**src/design/pipe_ctrl_defs.svh**
```systemverilog
// Constants for the five-stage pipeline control block
`ifndef PIPE_CTRL_DEFS_SVH
`define PIPE_CTRL_DEFS_SVH
`define CLK_DIV_LAST   2'h3
`define PHASE_SPLIT    2'h2
`define OP_SPECIAL     6'h00
`define OP_REGIMM      6'h01
`define OP_J           6'h02
`define OP_JAL         6'h03
`define OP_BEQ         6'h04
`define OP_BNE         6'h05
`define OP_BLEZ        6'h06
`define OP_BGTZ        6'h07
`define OP_COP0        6'h10
`define OP_BRANCH_EQUAL_LIKELY        6'h14
`define OP_BNEL        6'h15
`define OP_BLEZL       6'h16
`define OP_BGTZL       6'h17
`define OP_LOAD_LO     6'h20
`define OP_LOAD_HI     6'h27
`define OP_LDL         6'h1A
`define OP_LDR         6'h1B
`define OP_LD          6'h37
`define FN_SLL         6'h00
`define FN_SRL         6'h02
`define FN_SRA         6'h03
`define FN_SLLV        6'h04
`define FN_SRLV        6'h06
`define FN_SRAV        6'h07
`define FN_JR          6'h08
`define FN_JALR        6'h09
`define FN_MACC        6'h28
`define FN_DMACC       6'h29
`define FN_TGE         6'h30
`define FN_TNE         6'h36
`define FN_DSLL        6'h38
`define FN_DSRL        6'h3A
`define FN_DSRA        6'h3B
`define FN_DWORD_SHL_PLUS32      6'h3C
`define FN_DSRL32      6'h3E
`define FN_DSRA32      6'h3F
`define RI_BLTZ        5'h00
`define RI_BGEZ        5'h01
`define RI_BLTZL       5'h02
`define RI_BGEZL       5'h03
`define RI_TGEI        5'h08
`define RI_TNEI        5'h0E
`define RI_BLTZAL      5'h10
`define RI_BGEZAL      5'h11
`define RI_BLTZALL     5'h12
`define RI_BGEZALL     5'h13
`define CP_BC          5'h08
`define SHAMT_PLUS     6'h20
`define LINK_REG       5'h1F
`define PC_STEP        64'h0000000000000004
`define PC_RESET       64'h0000000000000000
`endif

```
**src/design/pipe_ctrl_pkg.sv**
```systemverilog
// Types shared by the pipeline control block
package pipe_ctrl_pkg;
	typedef enum logic [2:0] {
		SH_NONE,
		SH_LEFT,
		SH_RIGHT_LOG,
		SH_RIGHT_ARI
	} shift_kind_t;
	typedef struct packed {
		logic        valid;
		logic [63:0] pc;
		logic [31:0] instr;
	} stage_slot_t;
	typedef struct packed {
		logic        is_branch;
		logic        is_likely;
		logic        is_link;
		logic        is_jump;
		logic        is_load;
		logic        is_trap;
		logic        is_macc;
		logic        is_dmacc;
		shift_kind_t shift_kind;
		logic        shift_dword;
		logic        shift_var;
		logic [5:0]  shift_amt;
		logic [4:0]  dest;
	} decode_t;
	typedef struct packed {
		logic icache_addr_decode;
		logic instr_addr_translate;
		logic icache_array_access;
		logic instr_tag_check;
		logic exec_op;
		logic data_vaddr_calc;
		logic store_align;
		logic dcache_addr_access;
		logic data_addr_translate;
		logic load_align;
		logic data_tag_check;
		logic store_data_transfer;
		logic reg_write;
		logic dcache_write;
	} stage_act_t;
endpackage : pipe_ctrl_pkg

```
**src/design/pipe_ctrl.sv**
```systemverilog
// Five-stage in-order pipeline sequencing, hazard and decode control
`include "pipe_ctrl_defs.svh"
module pipe_ctrl
	import pipe_ctrl_pkg::*;
(
	input  wire logic        clk_in,
	input  wire logic        arst_n_in,
	input  wire logic [31:0] fetch_instr_in,
	input  wire logic        mem_wait_in,
	input  wire logic [63:0] rs_val_in,
	input  wire logic [63:0] rt_val_in,
	input  wire logic        cp0_cond_in,
	output logic             processor_cycle_clock_out,
	output logic             phase_two_out,
	output logic [63:0]      fetch_pc_out,
	output stage_act_t       act_out,
	output logic             stall_out,
	output logic             trap_check_out,
	output logic [5:0]       shift_amt_out,
	output shift_kind_t      shift_kind_out,
	output logic             macc_out,
	output logic             dmacc_out,
	output logic [4:0]       wb_dest_out,
	output logic             wb_valid_out
);
	// Pipeline registers, one per stage after fetch
	// The fetch stage is the word at pc_r, caught straight into rf_r;
	// a separate fetch register would add a second delay slot
	stage_slot_t rf_r, ex_r, dc_r, wb_r;
	stage_slot_t rf_nxt, ex_nxt, dc_nxt, wb_nxt;
	logic [63:0] pc_r, pc_nxt;
	logic [1:0]  div_r;
	logic        adv_r;
	logic        wait_s1_r, wait_s2_r;
	logic        ex_load_r;
	logic [4:0]  ex_dest_r;
	logic [4:0]  dc_dest_r;
	decode_t     rf_dec;
	logic        phase_two;
	logic        cyc_end;
	logic        load_use;
	logic        stall;
	logic        hold_all;
	logic        br_taken;
	logic        kill_slot;
	logic [63:0] br_target;
	logic [63:0] off_ext;
	logic [5:0]  op, fn;
	logic [4:0]  rt_f, rs_f;

	// External miss wait comes from the memory side, synchronise it
	always_ff @(posedge clk_in or negedge arst_n_in) begin
		if (!arst_n_in) begin
			wait_s1_r <= 1'b0;
			wait_s2_r <= 1'b0;
		end else begin
			wait_s1_r <= mem_wait_in;
			wait_s2_r <= wait_s1_r;
		end
	end

	always_ff @(posedge clk_in or negedge arst_n_in) begin
		if (!arst_n_in) begin
			div_r <= 2'h0;
		end else begin
			div_r <= div_r + 2'h1;
		end
	end
	// Four core edges per processor cycle, second half is phase two
	assign phase_two                 = (div_r >= `PHASE_SPLIT);
	assign cyc_end                   = (div_r == `CLK_DIV_LAST);
	assign processor_cycle_clock_out = ~phase_two;
	assign phase_two_out             = phase_two;

	// Decode of the register fetch stage instruction
	assign op   = rf_r.instr[31:26];
	assign fn   = rf_r.instr[5:0];
	assign rs_f = rf_r.instr[25:21];
	assign rt_f = rf_r.instr[20:16];
	always_comb begin
		rf_dec = '0;
		rf_dec.dest = rt_f;
		rf_dec.is_branch = (op >= `OP_BEQ && op <= `OP_BGTZ) ||
			(op >= `OP_BRANCH_EQUAL_LIKELY && op <= `OP_BGTZL) ||
			(op == `OP_REGIMM && (rt_f <= `RI_BGEZL ||
			(rt_f >= `RI_BLTZAL && rt_f <= `RI_BGEZALL))) ||
			(op == `OP_COP0 && rs_f == `CP_BC);
		rf_dec.is_likely = (op >= `OP_BRANCH_EQUAL_LIKELY && op <= `OP_BGTZL) ||
			(op == `OP_REGIMM && (rt_f == `RI_BLTZL || rt_f == `RI_BGEZL ||
			rt_f == `RI_BLTZALL || rt_f == `RI_BGEZALL)) ||
			(op == `OP_COP0 && rs_f == `CP_BC && rt_f[1]);
		rf_dec.is_link = (op == `OP_REGIMM && rt_f[4]) || op == `OP_JAL ||
			(op == `OP_SPECIAL && fn == `FN_JALR);
		rf_dec.is_jump = op == `OP_J || op == `OP_JAL ||
			(op == `OP_SPECIAL && (fn == `FN_JR || fn == `FN_JALR));
		rf_dec.is_load = (op >= `OP_LOAD_LO && op <= `OP_LOAD_HI) ||
			op == `OP_LD || op == `OP_LDL || op == `OP_LDR;
		rf_dec.is_trap = (op == `OP_SPECIAL && fn >= `FN_TGE && fn <= `FN_TNE) ||
			(op == `OP_REGIMM && rt_f >= `RI_TGEI && rt_f <= `RI_TNEI);
		rf_dec.is_macc  = (op == `OP_SPECIAL && fn == `FN_MACC);
		rf_dec.is_dmacc = (op == `OP_SPECIAL && fn == `FN_DMACC);
		rf_dec.shift_amt = {1'b0, rf_r.instr[10:6]};
		if (op == `OP_SPECIAL) begin
			case (fn)
				`FN_SLL, `FN_SLLV, `FN_DSLL, `FN_DWORD_SHL_PLUS32: rf_dec.shift_kind = SH_LEFT;
				`FN_SRL, `FN_SRLV, `FN_DSRL, `FN_DSRL32: rf_dec.shift_kind = SH_RIGHT_LOG;
				`FN_SRA, `FN_SRAV, `FN_DSRA, `FN_DSRA32: rf_dec.shift_kind = SH_RIGHT_ARI;
				default: rf_dec.shift_kind = SH_NONE;
			endcase
			rf_dec.shift_var   = (fn == `FN_SLLV || fn == `FN_SRLV || fn == `FN_SRAV);
			rf_dec.shift_dword = (fn >= `FN_DSLL);
			if (fn >= `FN_DWORD_SHL_PLUS32) begin
				rf_dec.shift_amt = {1'b0, rf_r.instr[10:6]} + `SHAMT_PLUS;
			end
			if (rf_dec.shift_var) begin
				rf_dec.shift_amt = rs_val_in[5:0];
			end
		end
		if (rf_dec.is_link) begin
			rf_dec.dest = `LINK_REG;
		end
		if (op == `OP_SPECIAL) begin
			rf_dec.dest = rf_r.instr[15:11];
		end
	end

	always_comb begin
		br_taken = 1'b0;
		case (op)
			`OP_BEQ, `OP_BRANCH_EQUAL_LIKELY: br_taken = (rs_val_in == rt_val_in);
			`OP_BNE, `OP_BNEL: br_taken = (rs_val_in != rt_val_in);
			`OP_BLEZ, `OP_BLEZL: br_taken = rs_val_in[63] || (rs_val_in == 64'h0);
			`OP_BGTZ, `OP_BGTZL: br_taken = !rs_val_in[63] && (rs_val_in != 64'h0);
			`OP_REGIMM: br_taken = rt_f[0] ? !rs_val_in[63] : rs_val_in[63];
			`OP_COP0: br_taken = rt_f[0] ? cp0_cond_in : !cp0_cond_in;
			default: br_taken = 1'b0;
		endcase
		br_taken = br_taken && rf_dec.is_branch && rf_r.valid;
	end
	assign off_ext   = {{46{rf_r.instr[15]}}, rf_r.instr[15:0], 2'h0};
	// The delay slot is being fetched now, so its address is pc_r
	assign br_target = pc_r + off_ext;
	assign kill_slot = rf_r.valid && rf_dec.is_branch && rf_dec.is_likely && !br_taken;

	assign load_use = ex_load_r && ex_r.valid && ex_dest_r != 5'h0 &&
		rf_r.valid && (ex_dest_r == rs_f || ex_dest_r == rt_f);
	assign hold_all = wait_s2_r;
	assign stall    = load_use && !hold_all;
	assign stall_out = load_use || hold_all;

	// Next state of each stage, taken only at the end of a cycle
	always_comb begin
		pc_nxt = pc_r;
		rf_nxt = rf_r;
		ex_nxt = ex_r;
		dc_nxt = dc_r;
		wb_nxt = wb_r;
		if (cyc_end && !hold_all) begin
			wb_nxt = dc_r;
			dc_nxt = ex_r;
			if (stall) begin
				ex_nxt.valid = 1'b0;
			end else begin
				ex_nxt = rf_r;
				rf_nxt.valid = !kill_slot;
				rf_nxt.pc    = pc_r;
				rf_nxt.instr = fetch_instr_in;
				pc_nxt = br_taken ? br_target : pc_r + `PC_STEP;
			end
		end
	end

	always_ff @(posedge clk_in or negedge arst_n_in) begin
		if (!arst_n_in) begin
			pc_r <= `PC_RESET;
			rf_r <= '0;
			ex_r <= '0;
			dc_r <= '0;
			wb_r <= '0;
		end else begin
			pc_r <= pc_nxt;
			rf_r <= rf_nxt;
			ex_r <= ex_nxt;
			dc_r <= dc_nxt;
			wb_r <= wb_nxt;
		end
	end

	// Side information travelling with the execute slot
	always_ff @(posedge clk_in or negedge arst_n_in) begin
		if (!arst_n_in) begin
			ex_load_r       <= 1'b0;
			ex_dest_r       <= 5'h0;
			dc_dest_r       <= 5'h0;
			adv_r           <= 1'b0;
			trap_check_out  <= 1'b0;
			shift_amt_out   <= 6'h0;
			shift_kind_out  <= SH_NONE;
			macc_out        <= 1'b0;
			dmacc_out       <= 1'b0;
			wb_dest_out     <= 5'h0;
		end else begin
			adv_r <= cyc_end && !hold_all;
			if (cyc_end && !hold_all) begin
				ex_load_r      <= !stall && rf_dec.is_load && rf_r.valid;
				ex_dest_r      <= rf_dec.dest;
				trap_check_out <= !stall && rf_dec.is_trap && rf_r.valid;
				shift_amt_out  <= rf_dec.shift_amt;
				shift_kind_out <= stall ? SH_NONE : rf_dec.shift_kind;
				macc_out       <= !stall && rf_dec.is_macc && rf_r.valid;
				dmacc_out      <= !stall && rf_dec.is_dmacc && rf_r.valid;
				// Destination follows its slot through data cache to write back
				dc_dest_r      <= ex_dest_r;
				wb_dest_out    <= dc_dest_r;
			end
		end
	end

	assign fetch_pc_out = pc_r;
	assign wb_valid_out = wb_r.valid;

	// Phase-timed activity strobes of each stage except register fetch, which has none
	always_comb begin
		act_out = '0;
		act_out.icache_addr_decode   = !phase_two;
		act_out.instr_addr_translate = !phase_two;
		act_out.icache_array_access  = phase_two;
		act_out.instr_tag_check      = phase_two;
		act_out.exec_op              = ex_r.valid && !phase_two;
		act_out.data_vaddr_calc      = ex_r.valid && !phase_two;
		act_out.store_align          = ex_r.valid && !phase_two;
		act_out.dcache_addr_access   = ex_r.valid && phase_two;
		act_out.data_addr_translate  = ex_r.valid && phase_two;
		act_out.load_align           = dc_r.valid && !phase_two;
		act_out.data_tag_check       = dc_r.valid && !phase_two;
		act_out.store_data_transfer  = dc_r.valid && !phase_two;
		act_out.reg_write            = wb_r.valid && !phase_two;
		act_out.dcache_write         = wb_r.valid && !phase_two;
	end

	property p_adv_on_boundary;
		@(posedge clk_in) disable iff (!arst_n_in)
		adv_r |-> $past(div_r) == `CLK_DIV_LAST;
	endproperty
	a_adv_on_boundary: assert property (p_adv_on_boundary) else $error("advance off boundary");

	property p_pc_step;
		@(posedge clk_in) disable iff (!arst_n_in)
		(cyc_end && !hold_all && !stall && !br_taken) |=> pc_r == $past(pc_r) + `PC_STEP;
	endproperty
	a_pc_step: assert property (p_pc_step) else $error("pc did not step");

	property p_branch_target;
		@(posedge clk_in) disable iff (!arst_n_in)
		(cyc_end && !hold_all && !stall && br_taken) |=> pc_r == $past(br_target);
	endproperty
	a_branch_target: assert property (p_branch_target) else $error("bad target");

	// Fetched word carries the address it was fetched from
	property p_slot_pc;
		@(posedge clk_in) disable iff (!arst_n_in)
		(cyc_end && !hold_all && !stall) |=> rf_r.pc == $past(pc_r);
	endproperty
	a_slot_pc: assert property (p_slot_pc) else $error("fetch pc lost");

	property p_likely_kill;
		@(posedge clk_in) disable iff (!arst_n_in)
		(cyc_end && !hold_all && !stall && kill_slot) |=> !rf_r.valid;
	endproperty
	a_likely_kill: assert property (p_likely_kill) else $error("slot not nullified");

	property p_stall_bubble;
		@(posedge clk_in) disable iff (!arst_n_in)
		(cyc_end && stall) |=> !ex_r.valid && $stable(rf_r) && $stable(pc_r);
	endproperty
	a_stall_bubble: assert property (p_stall_bubble) else $error("stall not held");

	property p_load_use;
		@(posedge clk_in) disable iff (!arst_n_in)
		(cyc_end && load_use && !hold_all) |=> !ex_load_r || !ex_r.valid;
	endproperty
	a_load_use: assert property (p_load_use) else $error("load use not stalled");

	property p_miss_hold;
		@(posedge clk_in) disable iff (!arst_n_in)
		(cyc_end && hold_all) |=> $stable(wb_r) && $stable(pc_r);
	endproperty
	a_miss_hold: assert property (p_miss_hold) else $error("miss did not hold");

	property p_wb_phase;
		@(posedge clk_in) disable iff (!arst_n_in)
		act_out.reg_write |-> !phase_two && wb_r.valid;
	endproperty
	a_wb_phase: assert property (p_wb_phase) else $error("write in phase two");

	property p_ex_phases;
		@(posedge clk_in) disable iff (!arst_n_in)
		(act_out.exec_op && div_r == 2'h0) |=> act_out.exec_op ##1 act_out.dcache_addr_access;
	endproperty
	a_ex_phases: assert property (p_ex_phases) else $error("execute phases wrong");
endmodule : pipe_ctrl

```
**config.mk**
```make
export PLATFORM = sky130hd
export DESIGN_NAME = pipe_ctrl
export DESIGN_NICKNAME = d
export VERILOG_FILES = /design/src/design/pipe_ctrl_pkg.sv /design/src/design/pipe_ctrl.sv
export VERILOG_INCLUDE_DIRS = /design/src /design/src/design
export SDC_FILE = /design/constraint.sdc
export NUM_CORES = 1
export LEC_CHECK = 0
export ABC_AREA = 1
export ABC_CLOCK_PERIOD_IN_PS = 6300
export BUFFER_PORTS_ARGS = -buffer_cell sky130_fd_sc_hd__clkbuf_2
export CAP_MARGIN = 20
export CELL_PAD_IN_SITES_DETAIL_PLACEMENT = 2
export CELL_PAD_IN_SITES_GLOBAL_PLACEMENT = 2
export CORE_MARGIN = 2
export CORE_UTILIZATION = 25
export CTS_BUF_LIST = sky130_fd_sc_hd__clkbuf_16
export CTS_CLUSTER_DIAMETER = 200
export DETAILED_ROUTE_END_ITERATION = 7
export PLACE_DENSITY_LB_ADDON = 0.1
export SETUP_SLACK_MARGIN = 0.3
export SLEW_MARGIN = 30
export SYNTH_ARGS = -nofsm -noshare
export SYNTH_HDL_FRONTEND = slang
export SYNTH_SLANG_ARGS = --single-unit
```
**constraint.sdc**
```tcl
create_clock -name clk_in -period 6.3 [get_ports clk_in]
set_input_delay 1.26 -clock clk_in [delete_from_list [all_inputs] [get_ports clk_in]]
set_output_delay 1.26 -clock clk_in [all_outputs]
set_load 0.05 [all_outputs]
```
==> results.md, run 1 <==
- Number of setup buffers added after CTS: 0
- Max_cap viols: 0
- N_diodes: 0
- PD cells: 256 nW/um2
- Layer with the highest usage: met2
- Post-route DRC: 0
- Min-Delay Endpoint: hold_all$_DFF_PN0_
- Row count: 78
- Post-Syn Area: between 10000 and 15000 um2
- Die area: about 47000 um2
- DIE HEIGHT: 217 um
- Clk_skew: around 0.015 ns
- Root Driver: clkbuf_16
- Clk buf depth: 2
- Clk pin slew, worst setup/hold paths: 0.06 ns
- Vias in the first global route: between 10000 and 15000
- Seq pwr share: 0.316
- Required time of the critical path: ~6.7 ns
- Post-synthesis sequential area ratio: 0.284
- Slew headroom: 0.470
- Final Wtd Congestion: ~0.86
- Cell-internal power: 1.97 mW
- Largest net degree at the start of global routing: 89
- Layout area overhead: 21.8%
- Final setup fails: 0
- Max H-tree Level: 4
- Starting density of the core: 0.252
- FF-to-FF setup slack: 1.89 ns
- Met2 global-route usage: 0.399
- Slew Viols, Final: 0
- Met3 Resource Use GR: 0.0310
- Layout cell share with drive strength beyond 1: 0.151
- Peak supply drop: between 0.15 and 0.2 mV
- Top-level port count: 263
- Least-Margin Pin Slew: 0.795 ns
- Core area: ~45000 um2
- First-pass GRT wire length: 80.7 mm
- Chip width: ~220 um
- Fmax: 200 MHz
- Cts bufs inserted: 17
- Drt via density: 4.74
- TritonCTS clock tree: built
- Worst hold margin: 0.351 ns
- Drt total wl: between 50 and 60 mm
- Minimum clock period: 4.99 ns
- Register bit total from synthesis: 129
- Sw frac: 0.444
- Post-route ant nets: 0
- Worst Min Path Start: wait_s1_r$_DFF_PN0_
- Pre-CTS setup slack: 0.722 ns
- Number of antenna violations at the first check in global routing: 0
- Total gr overflow: 0
- Iter 0 DRT Violations: approximately 470
- DR WL/cell: 18.8 um
- HPWL after DPL: 42.4 mm
- GRT Total Usage: 0.222
- Via count: 12800
- Final Non-Filler Cells: 2690
- Port Buffers: 259
- Worst Slack Setup Final: 1.31 ns
- Switch Pwr: 1.57 mW
- Reg2Reg Depth: 22
- Distinct cell type count after synthesis: 48
- Leak: 7.37 nW
- Hold Path Depth: 0
- Yosys Warn Count: 0
- Clk_lat worst skew: 0.47 ns
- CP Data Arrival Time: 5.34 ns
- Grt met1 use: 0.277
- Worst setup path category: in2reg
- CP Capture Type: flip-flop
- Comb pwr share: 0.382
- Clock Power Share: 0.302
- Syn Inst Count: 1829
- Hold Crit Class: reg2reg
- Num Clock Sinks: 129
- Nets: 2305
- Syn Area/Cell: 6.21 um2
- CTS resizes: 0
- Outcome: finished clean
- Worst-path fanout max: 46
- Pre-Repair DR Iteration Count: 4
- Dpl cells: 2658
- Final Instance Area: 13800 um2
- RSZ-0062 raised after global routing: no
- Final period util: 0.792
- Fin Setup TNS: 0 ns
- FF-to-FF Start: op[3]$_DFFE_PN0P_
- Post-DP Area: 13200 um2
- CTS Hold Buffers Added: 0
- R2R Path End: fetch_pc_out[58]$_DFFE_PN0P_
- CP startpoint kind: input port
- Final hold vios: 0
==> power by group through the flow <==
stage	Sequential [mW]	Clock [mW]	Combinational [mW]
6_report	1.12	1.07	1.35
5_1_grt	1.14	1.14	1.49
4_1_cts	1.12	1.11	1.37
3_5_place_dp	1.14	0	1.37
3_3_place_gp	1.13	0	1.34
2_1_floorplan	1.48	0	0.561
==> worst max-delay path, cell delays in order <==
cell and delay, ns:
clkbuf_2 0.13, inv_1 0.24, nand3_1 0.12, nor2_1 0.15
nand2_1 0.08, nor2_1 0.16, nand2_1 0.08, nand2_1 0.13
nand2_1 0.07, nand2_1 0.07, nor2_1 0.04, nand2_1 0.14
nand3_1 0.12, inv_1 0.12, buf_12 0.27, ha_1 0.36
nand2_1 0.10, nand2_1 0.08, a31oi_1 0.29, o21ai_0 0.23
a21oi_1 0.17, nand2_1 0.18, nand2_1 0.17, o21ai_1 0.13
or2_2 0.30, nand3_1 0.07, nand2_1 0.06
==> synthesized netlist by cell type, drive strengths merged <==
cell type	instances	share of area
o221ai	4	0.0031
a21o	13	0.0086
xnor2	26	0.020
o21ai	139	0.062
nor3	26	0.012
a31oi	34	0.019
o31ai	2	0.0013
a21boi	3	0.0020
o2111ai	1	0.00077
clkbuf	8	0.0026
nor4	3	0.0017
nand2	574	0.19
ha	63	0.069
o21a	6	0.0040
and3	1	0.00055
nand3b	6	0.0040
o311ai	1	0.00077
o22ai	2	0.0011
inv	266	0.088
or2	8	0.0044
a41oi	3	0.0023
clkinv	1	0.00033
nand4	15	0.0083
nor2	274	0.090
and2	1	0.00055
o21bai	17	0.013
buf	30	0.020
fa	1	0.0018
a21oi	77	0.036
xor2	22	0.017
o211ai	2	0.0013
conb	1	0.00033
nand3	70	0.031
dfrtp	129	0.28
==> logic make-up (layout without fill, tap and decap cells) <==
kind of cell,after synthesis,count (layout),share of synthesized area
AND/OR/NAND/NOR,978,978,0.343
flip-flops,129,129,0.284
AO/OA/AOI/OAI,304,304,0.154
other,1,3,0.000330
XOR/XNOR,48,48,0.0370
adder cells (fa/ha/maj),64,64,0.0711
buffers and inverters,305,564,0.111
==> metrics by stage <==
| stage | util | total power [mW] |
|---|---|---|
| after floorplan | - | 2.04 |
| after global placement | 0.293 | 2.47 |
| after detailed placement | 0.293 | 2.50 |
| after CTS | 0.307 | 3.60 |
| after global routing | 0.307 | 3.77 |
| final | 0.307 | 3.54 |
==> final cells by class <==
class,count,area [um2]
Clock buffer,17,425
Clock inverter,15,181
Fill cell,5639,31200
Inverter,267,1000
Multi-Input combinational cell,1397,6890
Sequential cell,129,3230
Tap cell,600,751
Timing Repair Buffer,265,1370
==> worst max path at each step <==
stage                              from                           end  cells after the start
after floorplan           rs_val_in[23]  fetch_pc_out[58]$_DFFE_PN0P_                     26
after global placement    rs_val_in[63]  fetch_pc_out[58]$_DFFE_PN0P_                     27
after detailed placement  rs_val_in[63]  fetch_pc_out[58]$_DFFE_PN0P_                     27
after CTS                 rs_val_in[63]  fetch_pc_out[58]$_DFFE_PN0P_                     27
after global routing      rs_val_in[63]  fetch_pc_out[56]$_DFFE_PN0P_                     27
final                     rs_val_in[63]  fetch_pc_out[58]$_DFFE_PN0P_                     27
==> per-layer routing <==
layer  share of wire  wire length, um
met1            0.46            23200
met2            0.50            25300
met3           0.024             1210
met4           0.017              850
met5               0                0
==> sequential cells by signal, indices dropped and copies added (netlist names), 5 cells and up <==
name           cells
fetch_pc_out      62
rf_r              11
off_ext           10
fn                 6
op                 6
shift_amt_out      6
dc_dest_r          5
ex_dest_r          5
wb_dest_out        5
==> cell usage in the layout, fill, tap and decap left out, types with 3 or more instances in the layout <==
master	count
nand4_1	15
a21o_1	13
bufinv_16	3
buf_4	4
a21boi_0	3
o21a_1	6
nor4_1	3
inv_6	4
nand2_1	571
nand3_1	70
ha_1	63
nand3b_1	6
xnor2_1	26
nand2_2	3
or2_2	5
o21ai_1	38
dfrtp_1	129
a31oi_1	34
inv_2	3
o21ai_0	99
clkbuf_2	258
o21bai_1	15
o221ai_1	4
a21oi_1	74
inv_1	263
clkbuf_16	17
conb_1	3
xor2_1	22
a41oi_1	3
nor3_1	25
nor2_1	274
Power figures use the tool's default switching activity.
==> run 2, diff against run 1 <==
Settings changed: ABC_AREA 1 to 0, ABC_CLOCK_PERIOD_IN_PS 6300 to 4300.
Clock period 6.3 ns to 4.3 ns, I/O delays scaled along.
==> run 2 against run 1 <==
Critical endpoint is now fetch_pc_out[62]$_DFFE_PN0P_; design area is 15% higher; the flow now finishes with violations (setup timing); die area is 13% lower; critical path depth decreased by 7; clock-buffer cell count is the same; sequential share of layout area decreased by 3.0 points; largest power group unchanged; flip-flop and latch count unchanged.
==> results.md, run 2 <==
- Minimum clock period: ~5 ns
- Die area: 41200 um2
- Critical Path Max Stage Delay: 0.42 ns
- Met2 global-route usage: 0.407
- Post-DP Area: 13900 um2
- Worst Setup SP: rs_val_in[10]
- CP Capture Type: flip-flop
- FF-to-FF Start: op[2]$_DFFE_PN0P_
- Failing checks: setup timing
- EDFF count, synth: 0
- Chip width: 203 um
- Max_cap viols: 0
- Slew Viols, Final: 0
- Cts bufs inserted: 17
- Drt via density: 4.94
- Layout area overhead: 60.0%
- Most common cell after layout, fill and taps aside: buf_4
- Critical Path End: fetch_pc_out[62]$_DFFE_PN0P_
- CP Data Arrival Time: 5.45 ns
- Layer with the highest usage: met2
- Most frequent cells in the layout: buf_4, nand2_1, clkbuf_2, dfrtp_1, xor2_1
- GRT Total Usage: 0.221
- Post-route ant nets: 0
- Leak: 7.65 nW
- Yosys Warn Count: 0
- Largest area contributor in the netlist: dfrtp_1
- Least-Margin Pin Slew: just under 0.7 ns
- Vias in the first global route: between 10000 and 15000
- Final Wtd Congestion: 0.896
- R2R Path End: fetch_pc_out[44]$_DFFE_PN0P_
- Iter 0 DRT Violations: 446
- Post-Syn Area: 9910 um2
- Fmax: a little under 200 MHz
- Hold Crit Class: in2async
- Distinct cell type count after synthesis: 75
- Final Power: 6.86 mW
- CP startpoint kind: input port
- Required time of the critical path: 4.69 ns
- Final Instance Area: 15900 um2
- Row count: 72
- Starting density of the core: 0.255
- Number of antenna violations at the first check in global routing: 3
- Most frequent CP cell: buf_4
- Register bit total from synthesis: 129
- Slowest stage cell, crit path: or4_4
- Grt met1 use: 0.252
- Final setup fails: 49
- Top_reg_cell synth: dfrtp_1
- HPWL after DPL: 37.2 mm
- Max reg flops: 62
- Peak supply drop: roughly 0.32 mV
- Final period util: 1.18
- Pre-Repair DR Iteration Count: 4
- Synth area leaders: dfrtp_1, nand2_1, ha_1, xor2_1, o21ai_0
- Syn Inst Count: 1219
- Met3 Resource Use GR: 0.0390
- Post-route DRC: 0
- Root Driver: clkbuf_16
- Worst setup path category: in2reg
- # fillers: 4446
- Top-count cell post-synth: nand2_1
- First-pass GRT wire length: 70.3 mm
- Fin Setup TNS: -23.56 ns
- Worst Slack Setup Final: -0.764 ns
- TritonCTS clock tree: built
- Via count: between 10000 and 15000
- Core area: just under 40000 um2
- Syn Area/Cell: 8.13 um2
- Total gr overflow: 0
- DR WL/cell: roughly 21 um
- Worst-path fanout max: 8
- Largest net degree at the start of global routing: 88
- FF-to-FF setup slack: -0.48 ns
- Reg2Reg Depth: 23
- Top-level port count: 263
- Ys async rst share: 1.00
- DIE HEIGHT: slightly above 200 um
- CTS Hold Buffers Added: 0
- Layout cell share with drive strength beyond 1: 0.445
- Slew headroom: 0.538
- Max H-tree Level: 4
- Clk buf depth: 2
- Post-synthesis sequential area ratio: 0.326
- Drt total wl: 47.7 mm
- Post-synth top cells: nand2_1, dfrtp_1, o21ai_0
- Num Clock Sinks: 129
- Area fraction of the dominant cell type after synthesis: 0.326
- Clk pin slew, worst setup/hold paths: 0.06 ns
- Nets: 1977
- RSZ-0062 raised after global routing: yes
- Clk_skew: 0.00923 ns
- Cell Chain, Critical Path: clkbuf_2 > xor2_1 > nor4_1 > buf_4 > nand4_1 > nor4_4 > mux2i_2 > o21ai_4 > and3_4 > buf_12 > buf_4 > ha_1 > a21oi_1 > o21bai_1 > o21ai_0 > o21ai_1 > nand2_1 > o221a_4 > or4_4 > nand3_2
- Final hold vios: 0
- Clk_lat worst skew: 0.45 ns
- Port Buffers: between 200 and 300
- Outcome: finished with violations
- PD cells: ~430 nW/um2
==> run 2: changes by cell type after synthesis, sizes merged, moves of 21 or more <==
cell,before,now
nand2,574,261
inv,266,29
nor2,274,48
xor2,22,87
nand3,70,19
clkbuf,8,49
o21ai,139,105
nor4,3,35
a31oi,34,5
and3,1,22
==> run 2: worst min path at each step <==
stage                                   start                          end  cells after the start
after global placement    wait_s1_r$_DFF_PN0_           hold_all$_DFF_PN0_                      0
after global routing                arst_n_in  fetch_pc_out[8]$_DFFE_PN0P_                      1
after CTS                           arst_n_in  fetch_pc_out[8]$_DFFE_PN0P_                      1
final                               arst_n_in  fetch_pc_out[8]$_DFFE_PN0P_                      1
after detailed placement  wait_s1_r$_DFF_PN0_           hold_all$_DFF_PN0_                      0
after floorplan           wait_s1_r$_DFF_PN0_           hold_all$_DFF_PN0_                      0
==> run 2: timing repair <==
action                                  4_1_cts  5_1_grt
setup buffers                                 6       20
endpoints found under the setup margin       57       56
gates cloned                                  0        1
pin swaps                                    34       76
hold endpoints to repair                      0        0
gates resized for setup                      72      181
==> run 2: layout make-up <==
type | count | area [um2] | area share
flip-flops and latches | 129 | 3230 | 0.204
inverters | 29 | 109 | 0.00687
diodes | 1 | 2.50 | 0.000158
clock buffers | 17 | 425 | 0.0268
well taps | 518 | 648 | 0.0409
clock inverters | 15 | 121 | 0.00766
multi-input cells | 993 | 7410 | 0.468
repair buffers | 579 | 3910 | 0.246
==> run 2: critical path, delay by kind of cell <==
kind	cells	cell delay [ns]
fa+ha+maj	1	0.41
compound gates	6	1.41
xor+xnor	1	0.20
simple gates	7	1.64
buf+inv	4	0.61
mux	1	0.31
==> run 2: cell families after synthesis <==
| group | synth area share |
|---|---|
| DFF | 0.326 |
| AOI/OAI and AO/OA | 0.201 |
| buffers and inverters | 0.0433 |
| and+or+nand+nor | 0.222 |
| xor gates and xnor gates | 0.116 |
| muxes | 0.0104 |
| adders and majority gates | 0.0816 |
| other | 0.000378 |
==> run 2: layer usage <==
layer / routed length (um) / vias up
li1: - / 5345
met1: 19300 / 5583
met2: 25000 / 253
met3: 1960 / 72
met4: 1490 / 4
met5: 26 / -
==> run 2: where the power goes <==
| group | leakage, nW | switching (mW) | total (mW) | internal, mW |
|---|---|---|---|---|
| sequential | 1.62 | 0.353 | 1.83 | 1.48 |
| combinational | 5.78 | 2.20 | 3.62 | 1.42 |
| clock | 0.250 | 0.626 | 1.41 | 0.786 |
| total | 7.65 | 3.18 | 6.86 | 3.68 |
==> run 2: stage by stage <==
step                      cells  utilization  worst slack (ns)  hold WS [ns]
final                      2281        0.407            -0.764         0.334
after floorplan            1221            -            -0.467         0.331
after detailed placement   2221        0.358             -1.64         0.346
after global routing       2280        0.407            -0.992         0.350
after CTS                  2259        0.382            -0.722         0.338
after global placement     2220        0.357             -1.56         0.337
==> run 3, diff against run 2 <==
Settings changed: BUFFER_PORTS_ARGS -buffer_cell sky130_fd_sc_hd__clkbuf_2 to -buffer_cell sky130_fd_sc_hd__buf_2, HOLD_SLACK_MARGIN set to 0.05, REMOVE_ABC_BUFFERS set to 1.
==> run 3 against run 2 <==
The flow still finishes with violations (setup timing); clock skew is 0.00076 ns higher; fmax down 3.6%; design area grew 7.1%; critical path depth is 3 higher; flip-flop and latch count unchanged; worst setup slack worse by 0.19 ns; largest cell class unchanged; largest power group unchanged; global-route usage grew 2.4 points; die area unchanged; final cell count is 2.4% higher.
==> results.md, run 3 (same netlist as run 2, synthesis figures left out) <==
- Post-route DRC: 0
- Worst Slack Setup Final: -0.951 ns
- Cts bufs inserted: 17
- GRT Total Usage: 0.245
- Drt via density: 5.02
- Num Clock Sinks: 129
- Root Driver: clkbuf_16
- CP startpoint kind: input port
- Failing checks: setup timing
- Utilization after layout: 0.436
- Chip width: 203 um
- Post-route ant nets: 0
- Most common cell after layout, fill and taps aside: buf_4
- Clk pin slew, worst setup/hold paths: 0.06 ns
- Drt total wl: 54.4 mm
- First-pass GRT wire length: 77.3 mm
- # fillers: 4314
- Multi-input logic area: 7910 um2
- Iter 0 DRT Violations: 358
- RSZ-0062 raised after global routing: yes
- Port Buffers: 259
- Die area: 41200 um2
- Pre-CTS setup slack: -1.56 ns
- Peak supply drop: 0.317 mV
- CP Data Arrival Time: about 5.6 ns
- Slew Viols, Final: 0
- Vias in the first global route: 12800
- Final hold vios: 0
- Max_cap viols: 0
- Final setup fails: 53
- CP Capture Type: flip-flop
- Worst-path fanout max: 8
- Leak: 8.04 nW
- Worst setup path category: in2reg
- Final Instance Area: approximately 17000 um2
- Final Wtd Congestion: roughly 0.95
- Core area: ~39000 um2
- Fmax: 190 MHz
- Fin Setup TNS: -29.92 ns
- CTS Hold Buffers Added: 0
- Clk_lat worst skew: about 0.45 ns
- Hold Crit Class: in2async
- Number of antenna violations at the first check in global routing: 3
- Max reg flops: 62
- Least-Margin Pin Slew: 0.736 ns
- Required time of the critical path: roughly 4.7 ns
- Total gr overflow: 0
- Slew headroom: 0.509
- Clk_skew: between 0.009 and 0.01 ns
- Via count: ~12000
- Post-DP Area: 13800 um2
- Minimum clock period: roughly 5.3 ns
- PD cells: 427 nW/um2
- HPWL after DPL: 37.7 mm
- DIE HEIGHT: about 200 um
- Max H-tree Level: 4
- TritonCTS clock tree: built
- Most frequent cells in the layout: buf_4, nand2_1, buf_2, dfrtp_1, xor2_1
- Layout area overhead: 71.3%
- Clk buf depth: 2
- Layout cell share with drive strength beyond 1: 0.494
- Starting density of the core: 0.255
- Nets: 2030
- Row count: 72
- Top-level port count: between 200 and 300
- Final Power: 7.25 mW
- DR WL/cell: 23.3 um
- Final period util: 1.22
- Largest net degree at the start of global routing: 87
- Outcome: finished with violations
- Seq. cell area: 3230 um2
- Pre-Repair DR Iteration Count: 6
## run 3: changes by cell type in the layout (fill, tap and decap cells not counted), sizes merged
cell,change
clkinvlp,-3
buf,+305
clkinv,+1
o21ai,+1
clkbuf,-253
diode,+1
inv,+2
## run 3: routing by layer
metal,vias to the layer above,share of wire,GRT usage
li1,5446,-,-
met5,-,0.00024,0
met1,5856,0.38,0.270
met3,109,0.042,0.0368
met2,301,0.53,0.474
met4,2,0.042,0.0863
## run 3: report_power, final
part | switching [mW] | internal [mW]
clock network | 0.658 | 0.799
logic | 2.35 | 1.58
registers | 0.378 | 1.48
## run 3: worst max-delay path, cell delays in order
cell,delay (ns)
buf_4,0.13
xor2_1,0.15
nor4_1,0.33
buf_4,0.19
nand4_1,0.12
nor4_2,0.29
buf_4,0.17
mux2i_4,0.26
o21ai_4,0.13
and3_4,0.26
buf_16,0.17
ha_4,0.30
buf_4,0.12
nand4_1,0.24
buf_4,0.25
buf_12,0.12
a2111oi_4,0.33
nor4b_4,0.11
o21ai_1,0.16
nand2_1,0.14
o221a_4,0.28
or4_1,0.39
nand3_1,0.10
## run 3: path summary, 6_finish.rpt
kind                                          start                           end  slack, ns  depth (start not counted)
max in group asynchronous                 arst_n_in             op[3]$_DFFE_PN0P_       3.01                          3
worst max-delay path                   rs_val_in[3]  fetch_pc_out[62]$_DFFE_PN0P_      -0.95                         23
min in group clk_in             wait_s1_r$_DFF_PN0_            hold_all$_DFF_PN0_       0.35                          0
worst min-delay path                      arst_n_in  shift_amt_out[4]$_DFFE_PN0P_       0.28                          1
worst min register to register  wait_s1_r$_DFF_PN0_            hold_all$_DFF_PN0_       0.35                          0
worst max register to register    op[2]$_DFFE_PN0P_  fetch_pc_out[62]$_DFFE_PN0P_      -0.60                         20
## run 3: cell type report
cell class                      count  area share
Antenna cell                        2    0.000295
Clock buffer                       17      0.0251
Clock inverter                     15     0.00796
Inverter                           29     0.00641
Multi-Input combinational cell    994       0.466
Sequential cell                   129       0.190
Tap cell                          518      0.0382
Timing Repair Buffer              631       0.266
## run 3: what timing repair did
action,CTS,global route
gates resized for setup,283,135
setup buffers,43,29
pin swaps,99,95
cloned,2,0
endpoints found under the hold margin,0,0
setup endpoints to repair,56,57
## run 3: per-stage QoR
step                      cells  hold WS (ns)
after detailed placement   2226         0.340
after floorplan            1151         0.331
after global routing       2335         0.285
after CTS                  2303         0.356
after global placement     2226         0.333
final                      2335         0.278
